$ cat src/feic_pkg.sv
// Package: offsets, fields, keys and timing for the flash erase interlock
// Function
// - Each code flash control register shows a read-only busy bit 11.
// - Data flash control register shows a read-only busy bit 11.
// - Code flash page wipe bit 9 erases selected page if key loaded, on code arrays 0 and 1 only.
// - Code flash array wipe bit 8 erases whole array if key loaded, on code arrays 0 and 1 only.
// - Data flash page wipe bit 9 erases the page named by its index.
// - Data flash array wipe bit 8 erases the whole data array.
// - Code flash page index is 5-bit read/write, reset zero.
// - Data flash page index is 6-bit read/write, reset zero.
// - Code flash bit 10 selects test area when set, main array when clear.
// - Without the matching key the device refuses to start the cycle.
// - Unlock word clears to zero when a write or erase completes, unless software writes it in that cycle.
package feic_pkg;
  localparam int ADDR_W = 40;
  localparam logic [ADDR_W-1:0] OFS_CODE0  = 40'hff_ffff_fe90;
  localparam logic [ADDR_W-1:0] OFS_DATA   = 40'hff_ffff_fe94;
  localparam logic [ADDR_W-1:0] OFS_KEY    = 40'hff_ffff_fe98;
  localparam logic [ADDR_W-1:0] OFS_CODE1  = 40'hff_ffff_fe9c;
  localparam logic [ADDR_W-1:0] OFS_CODE2  = 40'hff_ffff_fea0;
  localparam logic [ADDR_W-1:0] OFS_CODE3  = 40'hff_ffff_fea4;
  localparam int BIT_BUSY   = 11;
  localparam int BIT_TEST   = 10;
  localparam int BIT_PAGE   = 9;
  localparam int BIT_MASS   = 8;
  localparam int CODE_SEL_W = 5;
  localparam int DATA_SEL_W = 6;
  localparam logic [31:0] KEY_RST  = 32'h0000_0000;
  localparam logic [31:0] KEY_ONE  = 32'h42dc_157e;
  localparam logic [31:0] KEY_TWO  = 32'h6c97_d0c5;
  localparam logic [31:0] NO_KEY   = 32'hffff_ffff;
  localparam int CLK_MHZ     = 100;
  localparam int PAGE_US     = 20;
  localparam int MASS_US     = 200;
  localparam int WRITE_US    = 1;
  localparam int PAGE_CYC    = PAGE_US * CLK_MHZ;
  localparam int MASS_CYC    = MASS_US * CLK_MHZ;
  localparam int WRITE_CYC   = WRITE_US * CLK_MHZ;
  localparam int CNT_W       = 16;
  typedef enum logic [1:0] {FEIC_OP_NONE, FEIC_OP_PAGE, FEIC_OP_MASS,
                            FEIC_OP_WRITE} feic_op_t;
endpackage

$ cat src/feic_ctl_if.sv
// Interface between the register file and one array sequencer
`timescale 1ns/1ps
interface feic_ctl_if;
  import feic_pkg::*;
  logic     start;
  feic_op_t op;
  logic     busy;
  logic     done;
  modport regs (output start, output op, input busy, input done);
  modport seq  (input start, input op, output busy, output done);
endinterface : feic_ctl_if

$ cat src/feic_seq.sv
// Timed erase or write sequencer for one flash array
`timescale 1ns/1ps
module feic_seq
  import feic_pkg::*;
#(
  parameter int PAGE_CYCLES  = PAGE_CYC,
  parameter int MASS_CYCLES  = MASS_CYC,
  parameter int WRITE_CYCLES = WRITE_CYC
) (
  // Clock and reset
  input  wire logic clk_i,
  input  wire logic rstn_i,
  // Control
  feic_ctl_if.seq   ctl
);
  typedef enum logic {S_IDLE, S_RUN} feic_state_t;
  typedef struct packed {
    feic_state_t      state;
    logic [CNT_W-1:0] cnt;
    logic             done;
  } feic_seq_t;
  feic_seq_t r, next_r;

  function automatic logic [CNT_W-1:0] len(input feic_op_t o);
    case (o)
      FEIC_OP_PAGE: len = CNT_W'(PAGE_CYCLES - 1);
      FEIC_OP_MASS: len = CNT_W'(MASS_CYCLES - 1);
      default:      len = CNT_W'(WRITE_CYCLES - 1);
    endcase
  endfunction

  always_comb begin
    next_r      = r;
    next_r.done = 1'b0;
    case (r.state)
      S_IDLE: begin
        if (ctl.start) begin
          next_r.state = S_RUN;
          next_r.cnt   = len(ctl.op);
        end
      end
      S_RUN: begin
        if (r.cnt == '0) begin
          next_r.state = S_IDLE;
          next_r.done  = 1'b1;
        end else begin
          next_r.cnt = r.cnt - CNT_W'(1);
        end
      end
      default: next_r.state = S_IDLE;
    endcase
  end

  always_ff @(posedge clk_i or negedge rstn_i) begin
    if (!rstn_i) begin
      r <= '{state: S_IDLE, cnt: '0, done: 1'b0};
    end else begin
      r <= next_r;
    end
  end

  // Busy also covers the done cycle so the request clears with it
  assign ctl.busy = (r.state == S_RUN) || r.done;
  assign ctl.done = r.done;
endmodule // feic_seq

$ cat src/feic_top.sv
// Flash erase interlock control with Avalon-MM register slave
//
// Register access over Avalon-MM was left to the implementer.
`timescale 1ns/1ps
module feic_top
  import feic_pkg::*;
#(
  parameter int N_CODE       = 4,
  parameter int PAGE_CYCLES  = PAGE_CYC,
  parameter int MASS_CYCLES  = MASS_CYC,
  parameter int WRITE_CYCLES = WRITE_CYC
) (
  // Clock and reset
  input  wire logic              SYS_CLK_I,
  input  wire logic              RSTN_I,
  // Avalon-MM slave
  input  wire logic [ADDR_W-1:0] AVS_ADDRESS_I,
  input  wire logic              AVS_READ_I,
  input  wire logic              AVS_WRITE_I,
  input  wire logic [31:0]       AVS_WRITEDATA_I,
  input  wire logic [3:0]        AVS_BYTEENABLE_I,
  output logic      [31:0]       AVS_READDATA_O,
  output logic                   AVS_WAITREQUEST_O,
  output logic      [1:0]        AVS_RESPONSE_O,
  // Array write requests from the flash data path
  input  wire logic [N_CODE:0]   WRITE_REQ_I,
  // Array side
  output logic      [N_CODE:0]   ARRAY_BUSY_O,
  output logic      [N_CODE-1:0] TEST_AREA_SELECT_O,
  output logic      [N_CODE:0]   WRITE_ACCEPT_O
);
  // Index N_CODE is the data array, lower indices the code arrays
  localparam int NA = N_CODE + 1;

  typedef struct packed {
    logic [NA-1:0]                 page_req;
    logic [NA-1:0]                 mass_req;
    logic [NA-1:0][DATA_SEL_W-1:0] sel;
    logic [N_CODE-1:0]             test_area;
    logic [31:0]                   key;
    logic                          ack;
    logic [31:0]                   rdata;
    logic [1:0]                    resp;
    logic [NA-1:0]                 wr_acc;
  } feic_regs_t;
  feic_regs_t r, next_r;

  feic_ctl_if ctl [NA] ();
  logic [NA-1:0] busy;
  logic [NA-1:0] done;
  logic [NA-1:0] start;
  feic_op_t      op [NA];

  genvar g;
  generate
    for (g = 0; g < NA; g++) begin : g_arr
      assign ctl[g].start = start[g];
      assign ctl[g].op    = op[g];
      assign busy[g]      = ctl[g].busy;
      assign done[g]      = ctl[g].done;
      feic_seq #(
        .PAGE_CYCLES  (PAGE_CYCLES),
        .MASS_CYCLES  (MASS_CYCLES),
        .WRITE_CYCLES (WRITE_CYCLES)
      ) u_seq (
        .clk_i  (SYS_CLK_I),
        .rstn_i (RSTN_I),
        .ctl    (ctl[g])
      );
    end
  endgenerate

  // Array index addressed, or -1 for the key or unmapped
  function automatic int arr_of(input logic [ADDR_W-1:0] a);
    case (a)
      OFS_CODE0: arr_of = 0;
      OFS_CODE1: arr_of = (N_CODE > 1) ? 1 : -1;
      OFS_CODE2: arr_of = (N_CODE > 2) ? 2 : -1;
      OFS_CODE3: arr_of = (N_CODE > 3) ? 3 : -1;
      OFS_DATA:  arr_of = N_CODE;
      default:   arr_of = -1;
    endcase
  endfunction

  // Key match per array; code arrays beyond the second can never be unlocked
  function automatic logic key_ok(input int i, input logic [31:0] k);
    if (i == N_CODE || i == 0) begin
      key_ok = (k == KEY_ONE);
    end else if (i == 1) begin
      key_ok = (k == KEY_TWO);
    end else begin
      key_ok = 1'b0;
    end
  endfunction

  // Merge written bytes into an old word
  function automatic logic [31:0] merge(input logic [31:0] old,
                                        input logic [31:0] wd,
                                        input logic [3:0]  be);
    for (int b = 0; b < 4; b++) begin
      merge[8*b +: 8] = be[b] ? wd[8*b +: 8] : old[8*b +: 8];
    end
  endfunction

  logic        req;
  int          ai;
  logic [31:0] cur;
  logic [31:0] nw;

  always_comb begin
    next_r        = r;
    next_r.ack    = 1'b0;
    next_r.wr_acc = '0;
    start         = '0;
    ai            = arr_of(AVS_ADDRESS_I);
    cur           = 32'h0000_0000;
    nw            = 32'h0000_0000;
    req           = (AVS_READ_I || AVS_WRITE_I) && !r.ack;
    for (int i = 0; i < NA; i++) begin
      op[i] = FEIC_OP_NONE;
    end
    // Sequencer completions retire requests and wipe the key
    for (int i = 0; i < NA; i++) begin
      if (done[i]) begin
        next_r.page_req[i] = 1'b0;
        next_r.mass_req[i] = 1'b0;
        next_r.key         = KEY_RST;
      end
    end
    // Current view of the addressed control register
    if (ai >= 0) begin
      cur[BIT_BUSY] = busy[ai];
      cur[BIT_PAGE] = r.page_req[ai];
      cur[BIT_MASS] = r.mass_req[ai];
      if (ai == N_CODE) begin
        cur[DATA_SEL_W-1:0] = r.sel[ai];
      end else begin
        cur[CODE_SEL_W-1:0] = r.sel[ai][CODE_SEL_W-1:0];
        cur[BIT_TEST]       = r.test_area[ai];
      end
    end
    // Register access, one wait state then ack with data
    if (req) begin
      next_r.ack   = 1'b1;
      next_r.resp  = 2'b00;
      next_r.rdata = cur;
      if (AVS_ADDRESS_I == OFS_KEY) begin
        next_r.rdata = r.key;
      end else if (ai < 0) begin
        next_r.resp = 2'b11;
      end
    end
    // Writes land only at the edge where waitrequest is seen low
    if (AVS_WRITE_I && r.ack) begin
      nw = merge(cur, AVS_WRITEDATA_I, AVS_BYTEENABLE_I);
      if (ai >= 0) begin
        if (ai == N_CODE) begin
          next_r.sel[ai] = nw[DATA_SEL_W-1:0];
        end else begin
          next_r.sel[ai] = {1'b0, nw[CODE_SEL_W-1:0]};
          next_r.test_area[ai] = nw[BIT_TEST];
        end
        // A request is only taken when idle and with the right key
        if (!busy[ai] && (nw[BIT_PAGE] || nw[BIT_MASS])) begin
          if (key_ok(ai, r.key)) begin
            next_r.page_req[ai] = nw[BIT_PAGE] && !nw[BIT_MASS];
            next_r.mass_req[ai] = nw[BIT_MASS];
            start[ai] = 1'b1;
            op[ai] = nw[BIT_MASS] ? FEIC_OP_MASS : FEIC_OP_PAGE;
          end
        end
      end else if (AVS_ADDRESS_I == OFS_KEY) begin
        // Software key wins over a completion wipe in the same cycle
        next_r.key = merge(r.key, AVS_WRITEDATA_I, AVS_BYTEENABLE_I);
      end
    end
    // Data path writes, refused while busy or without key
    for (int i = 0; i < NA; i++) begin
      if (WRITE_REQ_I[i] && !busy[i] && !start[i] &&
          key_ok(i, r.key)) begin
        start[i]         = 1'b1;
        op[i]            = FEIC_OP_WRITE;
        next_r.wr_acc[i] = 1'b1;
      end
    end
  end

  always_ff @(posedge SYS_CLK_I or negedge RSTN_I) begin
    if (!RSTN_I) begin
      r <= '0;
    end else begin
      r <= next_r;
    end
  end

  assign AVS_WAITREQUEST_O  = !r.ack;
  assign AVS_READDATA_O     = r.rdata;
  assign AVS_RESPONSE_O     = r.resp;
  assign ARRAY_BUSY_O       = busy;
  assign TEST_AREA_SELECT_O = r.test_area;
  assign WRITE_ACCEPT_O     = r.wr_acc;
endmodule // feic_top

$ cat config.mk
export PLATFORM = sky130hd
export DESIGN_NAME = feic_top
export DESIGN_NICKNAME = d
export VERILOG_FILES = /design/src/feic_pkg.sv /design/src/feic_ctl_if.sv /design/src/feic_seq.sv /design/src/feic_top.sv
export SDC_FILE = /design/constraint.sdc
export NUM_CORES = 1
export LEC_CHECK = 0
export BUFFER_PORTS_ARGS = -buffer_cell sky130_fd_sc_hd__buf_2
export CAP_MARGIN = 15
export CELL_PAD_IN_SITES_DETAIL_PLACEMENT = 1
export CELL_PAD_IN_SITES_GLOBAL_PLACEMENT = 1
export CORE_ASPECT_RATIO = 0.9
export CORE_MARGIN = 5
export CORE_UTILIZATION = 41
export DETAILED_ROUTE_END_ITERATION = 8
export PLACE_DENSITY = 0.77
export SLEW_MARGIN = 20
export SYNTH_ARGS = -nofsm -noshare
export SYNTH_HDL_FRONTEND = slang
export SYNTH_SLANG_ARGS = --single-unit
export TNS_END_PERCENT = 20
$ cat constraint.sdc
create_clock -name SYS_CLK_I -period 3.3 [get_ports SYS_CLK_I]
set_input_delay 0.165 -clock SYS_CLK_I [delete_from_list [all_inputs] [get_ports SYS_CLK_I]]
set_output_delay 0.165 -clock SYS_CLK_I [all_outputs]
set_load 0.005 [all_outputs]
# ---- Yosys cells after proc, flatten, opt, wreduce, memory -nomap -nowiden
# Index checks and enable logic that the tools add are counted.
dict set report totals {
  out_inout_bits 49
  elab_cells 255
  in_bits 85
  register_bits 204
}
dict set report op_classes {
  reduce_logical 46
  magnitude_cmp 7
  bitwise_logic 8
  add_sub_neg 5
  n_mux 124
  eq_ne 34
}
# op n
set ops {}
lappend ops {{two-way mux 32 bit} 8}
lappend ops {{equality test 40 bit, second input constant} 6}
lappend ops {{one-hot mux 17 bit (2 select lines)} 5}
lappend ops {{one-hot mux 32 bit (5 select lines)} 1}
lappend ops {{one-hot mux 15 bit (2 select lines)} 5}
lappend ops {{two-way mux 17 bit} 5}
lappend ops {{logical NOT 16 bit} 5}
lappend ops {{two-way mux 16 bit} 5}
lappend ops {{subtractor 16 x 1 -> 16 bit, second input constant} 5}
lappend ops {{two-way mux 76 bit} 1}
lappend ops {{equality test 32 x 31 -> 1 bit, second input constant} 2}
lappend ops {{greater-or-equal comparator 32 x 1 -> 1 bit, second input constant} 2}
lappend ops {{less-than comparator 32 x 1 -> 1 bit, second input constant} 2}
lappend ops {{bitwise mux 30 bit} 2}
lappend ops {{two-way mux 10 bit} 6}
lappend ops {{two-way mux 1 bit} 48}
lappend ops {{two-way mux 44 bit} 1}
lappend ops {{two-way mux 35 bit} 1}
lappend ops {{equality test 32 x 2 -> 1 bit, second input constant} 1}
lappend ops {{equality test 32 x 4 -> 1 bit, second input constant} 1}
lappend ops {{greater-or-equal comparator 32 x 4 -> 1 bit, second input constant} 1}
lappend ops {{logical NOT 32 bit} 1}
lappend ops {{less-than comparator 32 x 4 -> 1 bit, second input constant} 1}
lappend ops {{less-than comparator 32 x 5 -> 1 bit, second input constant} 1}
lappend ops {{28 further kinds} 108}

# ---- Depth between registers and ports, before layout
dict set report depth {
  word_depth 25
  mapped_depth 13
  ltp_nobuf 12
}

# ---- Cells and area by module
# Synthesis repeated with hierarchy kept, for this count alone.
dict set report hier_totals {
  cells_unflattened 1264
  area_unflattened_um2 11648.7
}
# module cells_each instances seq_area_each_um2 area_per_inst_um2
set modules_own_cells {}
lappend modules_own_cells {feic_seq 136 5 450.4 1199.9}
lappend modules_own_cells {feic_top 584 1 2727.6 5649.2}

# ---- Worst setup path after synthesis
# OpenSTA, ideal clock, no wires.
dict set report synth_timing {
  path_kind {register -> register}
  start {register r[49] in the netlist's numbering}
  end {register g_arr[4].u_seq.r[10] in the netlist's numbering}
  path_stages_with_launch 12
  t_required_ns 3.176
  path_slack_ns -0.295
  arrival_time_ns 3.471
  synth_period_minus_slack_ns 3.595
  path_buffers 0
  setup_ns 0.124
  path_cell_list {dfrtp_1 -> or4b_1 -> or4_4 -> or4_4 -> o32ai_4 -> o21ai_4 -> nor3_4 -> nor2_1 -> a21o_1 -> ha_1 -> inv_1 -> a211o_1}
}
dict set report synth_via {
  elab_chain_cells 18
  word_cells_on_any_way 27
  cone_classes {eq/ne (5); mux (18); reduce/logical (4)}
}
# element line
set synth_lines {}
lappend synth_lines {{from (decl)} feic_top.sv:46} ;# feic_regs_t r, next_r;
lappend synth_lines {{from (signal assigned)} feic_top.sv:192} ;# r <= next_r;
lappend synth_lines {{equality test 32 x 31 -> 1 bit} feic_top.sv:90} ;# key_ok = (k == KEY_TWO);
lappend synth_lines {{two-way mux 1 bit} feic_top.sv:89} ;# end else if (i == 1) begin
lappend synth_lines {{two-way mux 1 bit} feic_top.sv:87} ;# if (i == N_CODE || i == 0) begin
lappend synth_lines {{two-way mux 1 bit} feic_top.sv:164} ;# if (!busy[ai] && (nw[BIT_PAGE] || nw[BIT_MASS])) begin
lappend synth_lines {{two-way mux 1 bit} feic_top.sv:156} ;# if (ai >= 0) begin
lappend synth_lines {{two-way mux 1 bit} feic_top.sv:154} ;# if (AVS_WRITE_I && r.ack) begin
lappend synth_lines {{two-way mux 5 bit} feic_top.sv:165} ;# if (key_ok(ai, r.key)) begin
lappend synth_lines {{two-way mux 5 bit} feic_top.sv:164}
lappend synth_lines {{two-way mux 5 bit} feic_top.sv:156}
lappend synth_lines {{two-way mux 5 bit} feic_top.sv:154}
lappend synth_lines {{logical NOT 1 bit} feic_top.sv:179} ;# if (WRITE_REQ_I[i] && !busy[i] && !start[i] &&
lappend synth_lines {{logical AND 1 bit (2 in series)} feic_top.sv:179}
lappend synth_lines {{two-way mux 2 bit} feic_top.sv:179}
lappend synth_lines {{equality test 2 bit or equality test 2 x 1 -> 1 bit (tied branches)} feic_seq.sv:25} ;# case (o)
lappend synth_lines {{one-hot mux 15 bit (2 select lines)} feic_seq.sv:25}
lappend synth_lines {{two-way mux 17 bit} feic_seq.sv:37} ;# if (ctl.start) begin
lappend synth_lines {{one-hot mux 17 bit (2 select lines)} feic_seq.sv:35} ;# case (r.state)
lappend synth_lines {{to (signal assigned)} feic_seq.sv:56} ;# r <= '{state: S_IDLE, cnt: '0, done: 1'b0};
lappend synth_lines {{to (signal assigned)} feic_seq.sv:58} ;# r <= next_r;
lappend synth_lines {{to (decl)} feic_seq.sv:22} ;# feic_seq_t r, next_r;
# Parallel ways exist; a longest one is shown, timed or not. The select of a mux whose other input is x is not followed.
# A chain may end at the register's enable or synchronous reset.

# ---- Worst setup path in the final report
dict set report layout_timing {
  start {register r[68] in the netlist's numbering}
  end {register g_arr[1].u_seq.r[6] in the netlist's numbering}
}
dict set report layout_via {
  elab_chain_cells 18
  word_cells_on_any_way 27
  cone_classes {eq/ne (5); mux (18); reduce/logical (4)}
}
# element line
set layout_lines {}
lappend layout_lines {{equality test 32 x 31 -> 1 bit} feic_top.sv:90}
lappend layout_lines {{two-way mux 1 bit} feic_top.sv:89}
lappend layout_lines {{two-way mux 1 bit} feic_top.sv:87}
lappend layout_lines {{two-way mux 1 bit} feic_top.sv:164}
lappend layout_lines {{two-way mux 1 bit} feic_top.sv:156}
lappend layout_lines {{two-way mux 1 bit} feic_top.sv:154}
lappend layout_lines {{two-way mux 5 bit} feic_top.sv:165}
lappend layout_lines {{two-way mux 5 bit} feic_top.sv:164}
lappend layout_lines {{two-way mux 5 bit} feic_top.sv:156}
lappend layout_lines {{two-way mux 5 bit} feic_top.sv:154}
lappend layout_lines {{logical NOT 1 bit} feic_top.sv:179}
lappend layout_lines {{logical AND 1 bit (2 in series)} feic_top.sv:179}
lappend layout_lines {{two-way mux 2 bit} feic_top.sv:179}
lappend layout_lines {{equality test 2 bit or equality test 2 x 1 -> 1 bit (tied branches)} feic_seq.sv:25}
lappend layout_lines {{one-hot mux 15 bit (2 select lines)} feic_seq.sv:25}
lappend layout_lines {{two-way mux 17 bit} feic_seq.sv:37}
lappend layout_lines {{one-hot mux 17 bit (2 select lines)} feic_seq.sv:35}
lappend layout_lines {{to (signal assigned)} feic_seq.sv:56}
lappend layout_lines {{to (signal assigned)} feic_seq.sv:58}
lappend layout_lines {{to (decl)} feic_seq.sv:22}
# Parallel ways exist; a longest one is shown, timed or not. The select of a mux whose other input is x is not followed.

==> flow_summary.json <==
{
  "status": "finished with violations",
  "violations": "negative setup slack",
  "hold-path-cell-count": 2,
  "ios": 134,
  "slew-limit-headroom": 0.312,
  "rsz0062_at_grt": "yes",
  "finalCritPeriodShare": 1.07,
  "synthCells": 1072,
  "min_period_ns": 3.52,
  "place.gp.congestion": 0.862,
  "synth_edf_count": 0,
  "start_kind": "register",
  "yosysWarningCount": 0,
  "drtPass1Iterations": 4,
  "via_per_inst": 5.57,
  "drive_gt1_frac": 0.268,
  "ys_ff_latch": 199,
  "cap_violations": 0,
  "syn_area_um2": 10500,
  "seqCellArea_um2": 4980,
  "arrival_ns": 3.83,
  "routed_wl_um": 32200,
  "detail-route-antenna-nets": 0,
  "grt_pass1_vias": 9448,
  "setup_ws_ns": -0.216,
  "hold_path_class": "in2reg",
  "drcViolationCount": 0,
  "cts_buffers": 17,
  "io_buffer_count": 129,
  "clk_latency_ns": 0.44,
  "fillers": 2954,
  "yosysUniqueCellTypes": 76,
  "fmax_ghz": 0.284,
  "die_w_um": 179,
  "grt_antenna_before_repair": 4,
  "numClockSinks": 199,
  "fp.dieH_um": 162,
  "synth_area_per_cell_um2": 9.79,
  "endpoint_kind": "register",
  "area_growth_pct": 22.8,
  "die-area_um2": 28900,
  "vias": 9056,
  "grt_overflow": 0,
  "leakage_nw": 6.09,
  "finClkSkew_ns": 0.0154,
  "grt_use_total": 0.225,
  "cts_tree": "yes",
  "cts-root-buf": "clkbuf_16",
  "wl_per_cell_um": 19.8,
  "critPathRequiredTime_ns": 3.62,
  "async_flop_share": 1.00,
  "hold_viol": 0,
  "start_util": 0.417,
  "worstRegToRegCells": 11,
  "fp-row-count": 55,
  "multi_input_area_um2": 4980,
  "fin_util": 0.511,
  "p_per_area_nw_per_um2": 386,
  "vdd_ir_drop_max_uv": 353,
  "final_max_slew_viol_count": 0,
  "tightest_slew_ns": 1.03,
  "ys.flop_type": "dfrtp_1",
  "fp.coreArea_um2": 25200,
  "setup_viol": 31,
  "dp_slack_ns": -0.158,
  "grt_pass1_wl_um": 52000,
  "cts_buffer_depth": 2,
  "grt_max_degree": 85,
  "clk_pin_slew_ns": 0.08,
  "worstPathMaxFanout": 6,
  "synth_seq_area_share": 0.475,
  "nNetsFinal": 1371,
  "power_w": 0.00497,
  "dp_hpwl_um": 23100,
  "drt_iter0_drc": 558,
  "htreeDepth": 4,
  "crit_type": "reg2reg",
  "holdWs_ns": 0.0232
}
power breakdown:
part	internal, W	switching [W]
Sequential	0.00249	0.0000632
Combinational	0.000150	0.000204
Clock	0.00106	0.00100
sequential cells by signal, indices dropped and copies added (netlist names), named ones only:
signal                flops
r                        68
AVS_RESPONSE_O            1
AVS_READDATA_O           32
g_arr.u_seq.r            85
g_arr.u_seq.ctl.done      5
WRITE_ACCEPT_O            3
cells in the mapped netlist (11+ instances only):
| cell | n | share of area |
|---|---|---|
| nor3_1 | 34 | 0.016 |
| a31oi_1 | 12 | 0.0072 |
| nand4_1 | 12 | 0.0072 |
| buf_4 | 48 | 0.034 |
| xor2_1 | 19 | 0.016 |
| mux2_2 | 28 | 0.030 |
| nor2_1 | 71 | 0.025 |
| nand2_1 | 123 | 0.044 |
| nor2b_1 | 11 | 0.0066 |
| a21oi_1 | 27 | 0.013 |
| nand2b_1 | 15 | 0.0089 |
| mux2i_1 | 11 | 0.010 |
| nor4_1 | 17 | 0.010 |
| dfrtp_1 | 199 | 0.47 |
| xnor2_1 | 18 | 0.015 |
| or3_1 | 18 | 0.011 |
| or4_1 | 11 | 0.0079 |
| nand3_1 | 54 | 0.026 |
| nor3b_1 | 12 | 0.0086 |
| ha_1 | 14 | 0.017 |
| o211ai_1 | 15 | 0.011 |
| o21ai_0 | 46 | 0.022 |
| a22o_1 | 39 | 0.033 |
| clkbuf_1 | 27 | 0.0097 |
| and2_1 | 11 | 0.0066 |
| inv_1 | 40 | 0.014 |
routing by layer:
metal  track usage  vias to the layer above  part of all wire
li1              -                     4229                 -
met1         0.297                     4570              0.44
met2         0.381                      216              0.50
met3        0.0470                       35             0.052
met4        0.0530                        6             0.015
met5             0                        -            0.0017
what timing repair did:
| item | CTS | global route |
|---|---|---|
| endpoints found under the setup margin | 30 | 37 |
| pin swaps | 5 | 10 |
| endpoints found under the hold margin | 110 | 0 |
| resized for setup | 16 | 9 |
| buffers inserted | 3 | 5 |
| hold buffers | 30 | 0 |
layout make-up:
type,instances,share of cell area
antenna,1,0.000194
clock buffer,17,0.0330
clock inverter,13,0.0107
inverter,43,0.0127
multi-input combinational,749,0.387
sequential,199,0.387
tap,342,0.0332
timing repair buffer,262,0.137
cells in the final DEF, fill, tap and decap left out, drive strengths merged, types with 27 or more instances in the layout:
cell type | synthesis | routed
a21oi | 27 | 27
mux2 | 28 | 28
o21ai | 55 | 55
nand3 | 54 | 54
dfrtp | 199 | 199
buf | 55 | 231
nand2 | 123 | 123
a22o | 39 | 39
dlygate4sd3 | 0 | 30
nor2 | 72 | 72
nor3 | 38 | 38
inv | 41 | 50
logic make-up (layout without fill, tap and decap cells):
| kind of cell | count (synthesis) | count (layout) | synth area share |
|---|---|---|---|
| other cells | 1 | 3 | 0.000357 |
| buf+inv | 125 | 335 | 0.0629 |
| simple gates | 439 | 439 | 0.221 |
| xor+xnor | 37 | 37 | 0.0309 |
| mux | 39 | 39 | 0.0405 |
| flops | 199 | 199 | 0.475 |
| compound gates | 218 | 218 | 0.153 |
| fa+ha+maj | 14 | 14 | 0.0167 |
path summary, 6_finish.rpt:
check | slack [ns] | end | start
worst max-delay path | -0.22 | g_arr[1].u_seq.r[6] | r[68]
worst min-delay path | 0.02 | r[41] | AVS_WRITEDATA_I[1]
worst max register to register | -0.22 | g_arr[1].u_seq.r[6] | r[68]
worst min register to register | 0.46 | g_arr[3].u_seq.r[12] | g_arr[3].u_seq.r[12]
max in group asynchronous | 2.05 | r[113] | RSTN_I
min in group asynchronous | 0.35 | AVS_READDATA_O[31] | RSTN_I
worst max-delay path, cell delays in order, from the launching register on:
cell and delay (ns):
dfrtp_1 0.38, or4b_4 0.54, or4_4 0.57, or4_4 0.46, o32ai_4 0.15, o21ai_4 0.15, buf_4 0.17, nor3_4 0.14
and2_4 0.17, nor2_1 0.05, ha_1 0.30, a221o_1 0.31
through the flow:
| stage | area, um2 | setup TNS (ns) | instances |
|---|---|---|---|
| floorplan | 10500 | -0.258 | 1073 |
| global placement | 11900 | -0.706 | 1557 |
| detailed placement | 11900 | -2.35 | 1557 |
| CTS | 12800 | -1.14 | 1620 |
| global route | 12900 | -6.86 | 1625 |
| finish | 12900 | -3.32 | 1626 |
Note: power is estimated with default switching activity, not from simulation.
